[config.mk]
export PLATFORM = sky130hd
export DESIGN_NAME = high_carrier_select
export DESIGN_NICKNAME = d
export VERILOG_FILES = /design/src/inc/carrier_pkg.sv /design/src/inc/pin_sync_if.sv /design/src/rtl/high_carrier_select.sv /design/src/rtl/pin_sync.sv
export SDC_FILE = /design/constraint.sdc
export NUM_CORES = 1
export LEC_CHECK = 0
export ABC_CLOCK_PERIOD_IN_PS = 1500
export BUFFER_PORTS_ARGS = -buffer_cell sky130_fd_sc_hd__buf_2
export CORE_ASPECT_RATIO = 1.1
export CORE_MARGIN = 2
export CORE_UTILIZATION = 35
export DETAILED_ROUTE_END_ITERATION = 8
export PLACE_DENSITY = 0.88
export SLEW_MARGIN = 20
export SYNTH_ARGS = -nofsm -noshare
export SYNTH_HDL_FRONTEND = slang
export SYNTH_SLANG_ARGS = --single-unit
[constraint.sdc]
create_clock -name hclk -period 1.5 [get_ports hclk]
set_input_delay 0.15 -clock hclk [delete_from_list [all_inputs] [get_ports hclk]]
set_output_delay 0.15 -clock hclk [all_outputs]
set_load 0.05 [all_outputs]
[src/inc/carrier_pkg.sv]
// Shared constants and types for the high-carrier selector and its bus slave.
// Assumes a 32-bit AHB-Lite register bus and a single system clock.
`default_nettype none

package carrier_pkg;

  // Register byte offsets on the bus.
  localparam logic [31:0] CTRL_OFFSET = 32'h0000_0000;
  localparam logic [31:0] STATUS_OFFSET = 32'h0000_0004;

  // Control word field positions.
  localparam int CTRL_SEL_LSB = 0;
  localparam int CTRL_SEL_W = 4;
  localparam int CTRL_RSVD_BIT = 4;
  localparam int CTRL_SYNC_BIT = 5;
  localparam int CTRL_INV_BIT = 6;

  // Status word field positions.
  localparam int STAT_CARRIER_BIT = 0;
  localparam int STAT_HIGH_BIT = 1;
  localparam int STAT_WAIT_BIT = 2;

  // Source selector codes; codes 4'h8 and above are reserved.
  localparam logic [3:0] SEL_GROUND = 4'h0;
  localparam logic [3:0] SEL_PIN_ONE = 4'h1;
  localparam logic [3:0] SEL_PIN_TWO = 4'h2;
  localparam logic [3:0] SEL_REF_CLK = 4'h3;
  localparam logic [3:0] SEL_PWM_ONE = 4'h4;
  localparam logic [3:0] SEL_PWM_TWO = 4'h5;
  localparam logic [3:0] SEL_PWM_THREE = 4'h6;
  localparam logic [3:0] SEL_PWM_FOUR = 4'h7;

  // Number of carrier input pins.
  localparam int PIN_COUNT = 2;

  // Modulator phase with respect to the high carrier.
  typedef enum logic [1:0] {
    phase_low,
    phase_high,
    phase_wait_fall
  } phase_e;

  // Software-visible control fields.
  typedef struct packed {
    logic [3:0] sel;
    logic sync_en;
    logic invert;
  } ctrl_s;

  // Whole state of the selector module.
  typedef struct packed {
    ctrl_s ctrl;
    logic wr_ctrl;
    logic rd_ctrl;
    logic [31:0] rdata;
    phase_e phase;
    logic carrier;
    logic carrier_prev;
  } sel_state_s;

  localparam ctrl_s CTRL_RESET = '{sel: 4'h0, sync_en: 1'b0, invert: 1'b0};
  localparam sel_state_s SEL_STATE_RESET = '{
    ctrl: CTRL_RESET,
    wr_ctrl: 1'b0,
    rd_ctrl: 1'b0,
    rdata: 32'h0000_0000,
    phase: phase_low,
    carrier: 1'b0,
    carrier_prev: 1'b0
  };

endpackage

`default_nettype wire

[src/inc/pin_sync_if.sv]
// Bundle between the selector and its pin synchroniser.
// Assumes raw pins are asynchronous to hclk; synced values are on hclk.
`timescale 1ns/10ps
`default_nettype none

interface pin_sync_if;
  logic [1:0] raw;
  logic [1:0] synced;
  modport sync_side (input raw, output synced);
  modport user_side (output raw, input synced);
endinterface

`default_nettype wire

[src/rtl/high_carrier_select.sv]
// High-carrier source selector with optional inversion and falling-edge
// synchronisation of the switch to the low carrier, behind an AHB-Lite slave.
// Assumes the PWM units, reference clock and modulation data run on hclk,
// and the two carrier pins are asynchronous.
`timescale 1ns/10ps
`default_nettype none

module high_carrier_select
  import carrier_pkg::*;
(
  input wire logic hclk,
  input wire logic hresetn,
  input wire logic hsel,
  input wire logic [31:0] haddr,
  input wire logic [1:0] htrans,
  input wire logic hwrite,
  input wire logic [2:0] hsize,
  input wire logic hready,
  input wire logic [31:0] hwdata,
  output logic [31:0] hrdata,
  output logic hreadyout,
  output logic hresp,
  input wire logic mod_data,
  input wire logic capture_pwm_unit_one,
  input wire logic capture_pwm_unit_two,
  input wire logic capture_pwm_unit_three,
  input wire logic capture_pwm_unit_four,
  input wire logic reference_clock_output,
  input wire logic carrier_input_pin_one,
  input wire logic carrier_input_pin_two,
  output logic high_carrier,
  output logic high_carrier_active
);

  sel_state_s state_q;
  sel_state_s state_d;
  logic picked;
  logic fall;
  logic addr_phase;
  logic [3:0] wr_sel;

  pin_sync_if pins_if ();

  // Pins are gathered into the bundle and synchronised before any use.
  assign pins_if.raw = {carrier_input_pin_two, carrier_input_pin_one};

  pin_sync u_pin_sync (
    .hclk(hclk),
    .hresetn(hresetn),
    .pins(pins_if.sync_side)
  );

  // Source multiplexer; reserved codes fall through to a constant low.
  function automatic logic pick_source(
    input logic [3:0] sel,
    input logic [1:0] pin,
    input logic refclk,
    input logic [3:0] pwm
  );
    logic result;
    result = 1'b0;
    case (sel)
      SEL_GROUND: result = 1'b0;
      SEL_PIN_ONE: result = pin[0];
      SEL_PIN_TWO: result = pin[1];
      SEL_REF_CLK: result = refclk;
      SEL_PWM_ONE: result = pwm[0];
      SEL_PWM_TWO: result = pwm[1];
      SEL_PWM_THREE: result = pwm[2];
      SEL_PWM_FOUR: result = pwm[3];
      default: result = 1'b0;
    endcase
    return result;
  endfunction

  // The PWM outputs are only meaningful while those units are in PWM mode;
  // this block forwards whatever level they present.
  assign picked = pick_source(
    state_q.ctrl.sel,
    pins_if.synced,
    reference_clock_output,
    {capture_pwm_unit_four, capture_pwm_unit_three,
     capture_pwm_unit_two, capture_pwm_unit_one}
  );

  // Edge and bus qualifiers.
  assign fall = state_q.carrier_prev & ~state_q.carrier;
  assign addr_phase = hsel & hready & htrans[1];
  assign wr_sel = hwdata[CTRL_SEL_LSB +: CTRL_SEL_W];

  // Next-state logic: register writes first, so a read that follows a
  // write back to back already sees the new control value.
  always_comb
  begin
    state_d = state_q;
    state_d.wr_ctrl = 1'b0;
    state_d.rd_ctrl = 1'b0;
    if (state_q.wr_ctrl)
    begin
      state_d.ctrl.sel = wr_sel;
      state_d.ctrl.sync_en = hwdata[CTRL_SYNC_BIT];
      state_d.ctrl.invert = hwdata[CTRL_INV_BIT];
    end
    if (addr_phase)
    begin
      state_d.wr_ctrl = hwrite && (haddr == CTRL_OFFSET);
      state_d.rd_ctrl = !hwrite && (haddr == CTRL_OFFSET);
      state_d.rdata = 32'h0000_0000;
      if (!hwrite && haddr == CTRL_OFFSET)
      begin
        // Bit 4 is never loaded, so it always reads back as zero.
        state_d.rdata[CTRL_SEL_LSB +: CTRL_SEL_W] = state_d.ctrl.sel;
        state_d.rdata[CTRL_SYNC_BIT] = state_d.ctrl.sync_en;
        state_d.rdata[CTRL_INV_BIT] = state_d.ctrl.invert;
      end
      else if (!hwrite && haddr == STATUS_OFFSET)
      begin
        state_d.rdata[STAT_CARRIER_BIT] = state_q.carrier;
        state_d.rdata[STAT_HIGH_BIT] = state_q.phase != phase_low;
        state_d.rdata[STAT_WAIT_BIT] = state_q.phase == phase_wait_fall;
      end
    end
    // Selected source, inverted on request, is retimed into one flop.
    state_d.carrier = picked ^ state_q.ctrl.invert;
    state_d.carrier_prev = state_q.carrier;
    // Modulator phase: the switch to the low carrier may be deferred.
    unique case (state_q.phase)
      phase_low:
      begin
        if (mod_data)
          state_d.phase = phase_high;
      end
      phase_high:
      begin
        if (!mod_data)
        begin
          if (state_q.ctrl.sync_en && !fall)
            state_d.phase = phase_wait_fall;
          else
            state_d.phase = phase_low;
        end
      end
      phase_wait_fall:
      begin
        // Clearing the sync enable while waiting releases at once.
        if (mod_data)
          state_d.phase = phase_high;
        else if (!state_q.ctrl.sync_en || fall)
          state_d.phase = phase_low;
      end
    endcase
  end

  // Single register for all state.
  always_ff @(posedge hclk or negedge hresetn)
  begin
    if (!hresetn)
      state_q <= SEL_STATE_RESET;
    else
      state_q <= state_d;
  end

  // Zero-wait slave: every transfer completes OKAY in its data phase.
  assign hreadyout = 1'b1;
  assign hresp = 1'b0;
  assign hrdata = state_q.rdata;
  assign high_carrier = state_q.carrier;
  assign high_carrier_active = state_q.phase != phase_low;
endmodule

`default_nettype wire

[src/rtl/pin_sync.sv]
// Two-stage synchroniser for the carrier input pins.
// Assumes the pins may change at any time relative to hclk.
`timescale 1ns/10ps
`default_nettype none

module pin_sync
  import carrier_pkg::*;
(
  input wire logic hclk,
  input wire logic hresetn,
  pin_sync_if.sync_side pins
);

  typedef struct packed {
    logic [PIN_COUNT-1:0] first;
    logic [PIN_COUNT-1:0] second;
  } sync_state_s;

  sync_state_s state_q;
  sync_state_s state_d;

  // The first stage feeds only the second, so metastability gets a full cycle.
  always_comb
  begin
    state_d = state_q;
    state_d.first = pins.raw;
    state_d.second = state_q.first;
  end

  always_ff @(posedge hclk or negedge hresetn)
  begin
    if (!hresetn)
      state_q <= '0;
    else
      state_q <= state_d;
  end

  assign pins.synced = state_q.second;

endmodule

`default_nettype wire

* Word-level counts from Yosys, hierarchy flattened
Index checks and enable logic that the tools add are counted.
** Storage, ports and cells
- Input port bits :: 82
- Output and inout bits :: 36
- Logic and storage cells :: 53
- Register bits after elaboration :: 21
** Operators by class
- Multiplexer cells :: 13
- Bitwise operators :: 5
- Reductions and logical operators :: 12
- Equality and inequality tests :: 13
** Operators by type and width (count)
- 34-bit 2-to-1 mux :: 1
- 32-bit by 3-bit == test with 1-bit output, second input constant :: 1
- 32-bit zero test :: 1
- 4-bit by 3-bit == test with 1-bit output, second input constant :: 4
- 2-bit 2-to-1 mux :: 6
- 4-bit by 2-bit == test with 1-bit output, second input constant :: 2
- 1-bit case mux with 7 select lines :: 1
- 3-bit 2-to-1 mux :: 2
- 6-bit 2-to-1 mux :: 1
- 2-bit case mux with 3 select lines :: 1
- 4-bit by 1-bit == test with 1-bit output, second input constant :: 1
- 1-bit logical AND :: 4
- 2-bit inequality test, second input constant :: 2
- 1-bit AND :: 3
- 1-bit zero test :: 3
- 3-bit by 2-bit inequality test with 1-bit output, second input constant :: 1
- 3-bit AND reduction :: 1
- 2-bit by 1-bit == test with 1-bit output, second input constant :: 1
- 2-bit == test, second input constant :: 1
- 2-bit zero test :: 1
- 2-bit nonzero test :: 1
- 1-bit logical OR :: 1
- 1-bit 2-to-1 mux :: 1
- 1-bit inverter :: 1
- 1-bit bitwise XOR :: 1

* Longest topological paths before layout
Gate-level depths: netlist (run 1).
- Word-level depth :: 7
- Gate-level depth with buffers :: 5

* Cells and area by module
A second synthesis (run 1) with hierarchy kept.
** Unflattened totals
- Cell total of the unflattened synthesis :: 116
- Area total of the unflattened synthesis :: 1191.1 µm²
** By module, submodules not included
- high_carrier_select :: times used 1, area each 1091.0 µm², sequential area each 425.4 µm², cells an instance 112
- pin_sync :: times used 1, area each 100.1 µm², sequential area each 100.1 µm², cells an instance 4

* Least setup slack after synthesis (run 1)
No wires, ideal clock.
- Path type :: input to register
- Start :: input port haddr[3]
- End :: register state_q (netlist bit hrdata[0])
- Setup slack :: -0.168 ns
- Path buffers :: 1
- Cell stages on the path :: 4
- Data arrival time :: 1.557 ns
- Cell sequence :: or4_1 > or4_1 > clkbuf_2 > o41ai_1
** Between the ends
- Longest elaborated chain between the ends :: 4
- Elaborated cells between the ends (all ways) :: 6
- Those cells by class :: 1 x eq/ne; 2 x mux; 3 x reduce/logical
** Ends and longest elaborated chain
- start: declaration :: line high_carrier_select.sv:14 : input wire logic [31:0] haddr,
- 32-bit by 3-bit == test with 1-bit output :: line high_carrier_select.sv:116 : else if (!hwrite && haddr == STATUS_OFFSET)
- 1-bit logical AND :: line high_carrier_select.sv:116
- 3-bit 2-to-1 mux :: line high_carrier_select.sv:116
- 3-bit 2-to-1 mux (*) :: line high_carrier_select.sv:109 : if (!hwrite && haddr == CTRL_OFFSET)
- end signal: assignment :: line high_carrier_select.sv:160 : state_q <= state_d;
- end: declaration :: line high_carrier_select.sv:35 : sel_state_s state_q;
Every way passes the cells marked *; elsewhere a longest branch is shown, timed or not.
A chain may end at the register's enable or synchronous reset.

* Final worst setup path (run 1)
- Start :: input port haddr[3]
- End :: register state_q (netlist bit hrdata[1])
Same word-level chain as after synthesis.

==> results of run 1 <==
## worst reg2reg max path, delay by kind of cell, from the launching register on
kind	cells	cell delay [ps]
buffers and inverters	1	50
DFF	1	440
AOI/OAI and AO/OA	1	270
muxes	1	340
xor gates and xnor gates	1	210
## synthesized netlist by cell type (2+ instances only)
library cell / instances
inv_1: 2
nand3_1: 2
or4_1: 2
conb_1: 2
dfrtp_1: 21
nor2_1: 2
mux2_2: 6
mux2i_1: 3
nand2b_1: 4
nand2_1: 8
nor4_1: 5
o31ai_1: 3
buf_4: 34
o41ai_1: 3
or2_2: 2
## power groups by stage
stage / clock [mW] / sequential, mW / combinational (mW)
after floorplan: 0 / 0.594 / 0.239
after global placement: 0 / 0.590 / 0.265
after detailed placement: 0 / 0.590 / 0.268
after CTS: 0.272 / 0.579 / 0.275
after global routing: 0.289 / 0.580 / 0.293
final: 0.263 / 0.579 / 0.277
## sequential cells by signal, summed over array words and instances (netlist names)
signal	flops
u_pin_sync.pins.synced	2
state_q	10
high_carrier	1
hrdata	6
u_pin_sync.state_d	2
## final timing paths
check,to,slack (ps),depth (start not counted)
setup / recovery,hrdata[1],30,4
min in group asynchronous,hrdata[6],320,2
max in group asynchronous,u_pin_sync.pins.synced[0],870,2
setup reg to reg,high_carrier,110,4
hold / removal,state_q[2],40,2
hold reg to reg,u_pin_sync.pins.synced[0],360,0
## cell type report
class | count | area (µm²) | area share
inverter | 2 | 7.51 | 0.00524
multi-input combinational | 79 | 494 | 0.345
clock buffer | 4 | 26.3 | 0.0184
sequential | 21 | 526 | 0.367
timing repair buffer | 63 | 333 | 0.233
tap | 36 | 45.0 | 0.0315
## timing repair
action / 4_1_cts / 5_1_grt
hold endpoints to repair: 23 / 0
pin swaps: 0 / 1
cloned: 0 / 0
endpoints found under the setup margin: 3 / 5
gates resized for setup: 2 / 1
hold buffers: 3 / 0
buffers inserted: 0 / 0
## metrics by stage
step            util  TNS (ps)  setup WS [ps]
4_1_cts        0.435         0           33.5
5_1_grt        0.437      -192          -68.6
3_5_place_dp   0.414     -2320           -438
3_3_place_gp   0.414     -2060           -347
6_report       0.437         0           28.4
2_1_floorplan      -      -803           -168
## metal layers
layer | up-vias | track usage | routed length [µm]
met5 | - | 0 | 0
met4 | 0 | 0.0966 | 84
met3 | 6 | 0.0259 | 136
met2 | 40 | 0.206 | 1160
met1 | 425 | 0.119 | 877
li1 | 441 | - | -
## cell families after synthesis
kind of cell,Yosys count
mux,10
compound gates,10
simple gates,30
xor+xnor,1
flops,21
buf+inv,39
other cells,2
==> results.md, run 1 <==
- Clock power share: 0.235
- Asr flop ratio synth: 1.00
- Post-route ant nets: 0
- IO buf count: a little under 60
- Clk_skew: 6.96 ps
- Cell count after placement: approximately 200
- DR vias: roughly 910
- Worst hold margin: roughly 42 ps
- P_int: 0.749 mW
- DR vias/cell: 4.45
- Share of cells above drive strength 1: 0.444
- Synth Flop Type: dfrtp_1
- Num CTS Buffers: 3
- Slew Viols, Final: 0
- Synth Instances: 113
- Compound-Gate Fraction of Synth Area: 0.0647
- Worst r2r src: state_q[40]
- TritonCTS clock tree: yes
- Antenna cells: 0
- Crit-path slowest cell: or4_4
- Main combinational cell family by area after synthesis: buffers and inverters
- Sw Pwr: between 0.3 and 0.4 mW
- Vias in the first global route: 830
- Pleak: slightly below 0.8 nW
- Fin. Hold Viols: 0
- Drt initial violations: 20
- Library cells used by synthesis: 29
- Htree depth: 1
- Net Sw Frac: 0.331
- Critical path's top delay family: simple AND/OR/NAND/NOR gates
- Clock Sinks: 21
- Simple-Gate Fraction of Synth Area: 0.141
- Yosys Warn Count: 0
- Worst stage delay on the critical path: 550 ps
- Final Cell Area: 0.00143 mm²
- Global-route wire length before repair: ~3400 µm
- CTS root buffer: clkbuf_4
- Site Rows: 22
- Final Wtd Congestion: 0.695
- GRT Resource Usage Total: 0.119
- Fill count: 319
- Largest area contributor in the netlist: dfrtp_1
- Initial Util: 0.360
- Synth top area share: 0.445
- Cells along the critical path: buf_2, or4_1, or4_4, o41ai_1
- # DRC: 0
- Post-synthesis sequential area ratio: 0.445
- Xor/xnor share of the synthesized area: 0.00742
- DIE AREA: approximately 0.0039 mm²
- Seq pwr share: 0.517
- CP max FO: 7
- Hold_sp: mod_data
- # IOs: 118
- Fin crit share: 0.981
- Post-Syn Area per Cell: approximately 10 µm²
- Arrival time worst endpoint: between 1500 and 2000 ps
- Part of the power in combinational logic: 0.247
- Clk Latency, worst-skew pair: roughly 300 ps
- TritonRoute pass-1 iters: 4
- Most common cell after layout, fill and taps aside: buf_2
- Core ar.: around 0.0033 mm²
- Die X: approximately 60 µm
- Largest net degree at the start of global routing: 22
- Worst Setup Start Kind: input port
- WS Path Type: in -> reg
- Placed Area: roughly 0.0014 mm²
- Final nets: around 250
- Post-DR wirelength/cell: between 10 and 15 µm
- Peak VDD IR: 294 µV
- Max Freq: around 680 MHz
- Setup-failing EPs final: 0
- GRT overflow: 0
- PD cells: 782 mW/mm²
- DP HPWL: 1820 µm
- Post-synthesis mux area share: 0.102
- Finished Layout Cells: ~200
- Crit. End Element: flop
- Top cells by area, synth: dfrtp_1, buf_4, mux2_2
- Period minus WS final: about 1500 ps
- Number of synthesized register bits: 21
- Status: completed
- Initial antenna violation count: 0
- Required time worst endpoint: about 1700 ps
- Synthesized area: about 0.0012 mm²
- Maxcap violations: 0
- WL final: between 2000 and 2500 µm
- CP startpoint: haddr[3]
- Commonest non-fill, non-tap cells in the layout: buf_2, conb_1, dfrtp_1
- Worst path bufs/invs: 1
- Clk buf depth: 2
- Area grow syn2layout: 21.3%
- Die height: around 65 µm
- CTS clk-pin slew, worst paths: 110 ps
- Design Power: 1.12 mW
- Hold/Removal Path Class: in -> reg
- Post-synth EDFFs: 0
- Synth Area in Adders: 0
- RSZ-0062 raised after global routing: yes
Note: power is estimated with default switching activity, not from simulation.
==> run 2: changes to the inputs <==
--- a/config.mk
+++ b/config.mk
@@ -6,11 +6,12 @@
 export NUM_CORES = 1
 export LEC_CHECK = 0
 export ABC_CLOCK_PERIOD_IN_PS = 1500
-export BUFFER_PORTS_ARGS = -buffer_cell sky130_fd_sc_hd__buf_2
+export BUFFER_PORTS_ARGS = -buffer_cell sky130_fd_sc_hd__clkbuf_2
 export CORE_ASPECT_RATIO = 1.1
 export CORE_MARGIN = 2
 export CORE_UTILIZATION = 35
 export DETAILED_ROUTE_END_ITERATION = 8
+export GPL_TIMING_DRIVEN = 0
 export PLACE_DENSITY = 0.88
 export SLEW_MARGIN = 20
 export SYNTH_ARGS = -nofsm -noshare
==> run 2 against run 1 <==
Effect of this change: combinational power up 22%; hold slack better by 1.9 ps; final area rose by 19%.
==> results.md, run 2 (synthesis results as in run 1) <==
- Setup TNS: 0 ps (unchanged)
- Most common cell after layout, fill and taps aside: clkbuf_2
- Global-route wire length before repair: 3910 µm (+15%)
- Max reg flops: 10 (unchanged)
- Final nets: 285 (+13%)
- Cells along the critical path: clkbuf_2, or4_4, or4_4, o41ai_4
- Worst Setup Start Kind: input port
- Critical path's top delay family: simple AND/OR/NAND/NOR gates
- Share of cells above drive strength 1: 0.545 (+0.101)
- Site Rows: 22 (unchanged)
- Clk Latency, worst-skew pair: 300 ps (about the same)
- DR vias/cell: 4.10 (-7.8%)
- Register with the most flip-flops: state_q
- Slew @ Worst Pin: about 510 ps
- Die height: 64.9 µm (unchanged)
- Worst path most repeated cell: or4_4
- # IOs: 118 (unchanged)
- Maxcap violations: 0 (unchanged)
- IO buf count: 58 (-1.7%)
- Post-route ant nets: 0 (unchanged)
- Util after Layout: 0.520 (+0.0829)
- Core ar.: 0.00328 mm² (unchanged)
- WL final: 2390 µm (+5.5%)
- Clock Sinks: 21 (unchanged)
- Arrival time worst endpoint: 1650 ps (-20 ps)
- DIE AREA: 0.00385 mm² (unchanged)
- Antenna cells: 0 (unchanged)
- DP HPWL: 1980 µm (+8.9%)
- Placement Setup Slack: -428 ps (+9.38 ps)
- Commonest non-fill, non-tap cells in the layout: clkbuf_2, buf_4, conb_1
- Drt initial violations: 37 (+85%)
- Final Wtd Congestion: 0.746 (+7.3%)
- Status: completed
- Crit-path slowest cell: or4_4
- Pleak: 1.00 nW (+29%)
- CTS clk-pin slew, worst paths: 120 ps (about the same)
- TritonCTS clock tree: yes
- Worst path bufs/invs: 1 (unchanged)
- RSZ-0062 raised after global routing: no
- Rel. slew slack: 0.658
- Clk buf depth: 2 (unchanged)
- Setup-failing EPs final: 0 (unchanged)
- Peak VDD IR: 256 µV (-13%)
- Initial Util: 0.360 (unchanged)
- Htree depth: 1 (unchanged)
- Initial antenna violation count: 0 (unchanged)
- Slew Viols, Final: 0 (unchanged)
- # DRC: 0 (unchanged)
- GRT overflow: 0 (unchanged)
- CTS root buffer: clkbuf_4
- Vias in the first global route: 939 (+13%)
- TritonRoute pass-1 iters: 4 (unchanged)
- Area grow syn2layout: 44.3%
- Final WS setup: 55.4 ps (+27.0 ps)
- GRT Resource Usage Total: 0.129 (+0.00943)
- Reg2Reg Setup Slack: 90 ps (-20 ps)
- PD cells: 694 mW/mm² (-11%)
- Fin. Hold Viols: 0 (unchanged)
- DR vias: 976 (+7.0%)
- Worst stage delay on the critical path: 560 ps (about the same)
- Die X: 59.4 µm (unchanged)
- WS Path Type: in -> reg
- Post-DR wirelength/cell: 10.0 µm (-9.1%)
- CP max FO: 7 (unchanged)
- Num CTS Buffers: 3 (unchanged)
- Largest net degree at the start of global routing: 22 (unchanged)
- Period minus WS final: 1440 ps (-27.0 ps)
- Max Freq: 692 MHz (+1.9%)
- Required time worst endpoint: 1700 ps (about the same)
- Hold/Removal Path Class: in -> reg
- Fin crit share: 0.963 (-0.0180)
- Clk_skew: 5.61 ps (-1.35 ps)
- Crit. End Element: flop
## run 2: report_power, final
| part | switching (mW) | internal [mW] |
|---|---|---|
| sequential | 0.00410 | 0.575 |
| clock | 0.167 | 0.0992 |
| combinational | 0.218 | 0.118 |
## run 2: layout make-up
cell class	count	area (µm²)
Inverter	2	7.51
Clock buffer	3	22.5
Clock inverter	1	5.00
Sequential cell	21	526
Timing Repair Buffer	61	320
Multi-Input combinational cell	79	518
Tap cell	36	45.0
Buffer	35	259
Fill cell	292	1570
## run 2: worst paths after layout
kind,startpoint,endpoint,cells after the start
max reg2reg,state_q[40],high_carrier,4
max,haddr[11],hrdata[0],4
min,mod_data,state_q[2],2
min in group asynchronous,hresetn,state_q[38],2
min reg2reg,u_pin_sync.state_d[1],u_pin_sync.pins.synced[1],0
max in group asynchronous,hresetn,state_q[3],2
## run 2: stage by stage
stage                     hold WS, ps  total power [mW]  cell area [µm²]  instances
after floorplan                  -146             0.833             1280        139
after global placement            134             0.912             1610        233
after detailed placement          147             0.914             1610        233
after CTS                        35.9              1.19             1700        240
after global routing             34.6              1.24             1700        238
final                            43.8              1.18             1700        238
## run 2: layer usage
metal | GRT usage | wire length (µm)
met1 | 0.140 | 930
met2 | 0.236 | 1270
met3 | 0.0200 | 160
met4 | 0.0597 | 23
met5 | 0 | 0
## run 2: what timing repair did
item	4_1_cts	5_1_grt
pin swaps	3	0
hold buffers	3	0
hold endpoints to repair	23	0
setup buffers	0	0
resized for setup	5	3
gates cloned	0	0
setup endpoints to repair	3	4
## run 2: worst register-to-register path: cells and delay by family, from the launching register on
kind	cells	cell delay [ps]
AO/OA/AOI/OAI	1	310
multiplexers	1	340
XOR/XNOR	1	210
flip-flops	1	440
buffers and inverters	1	30
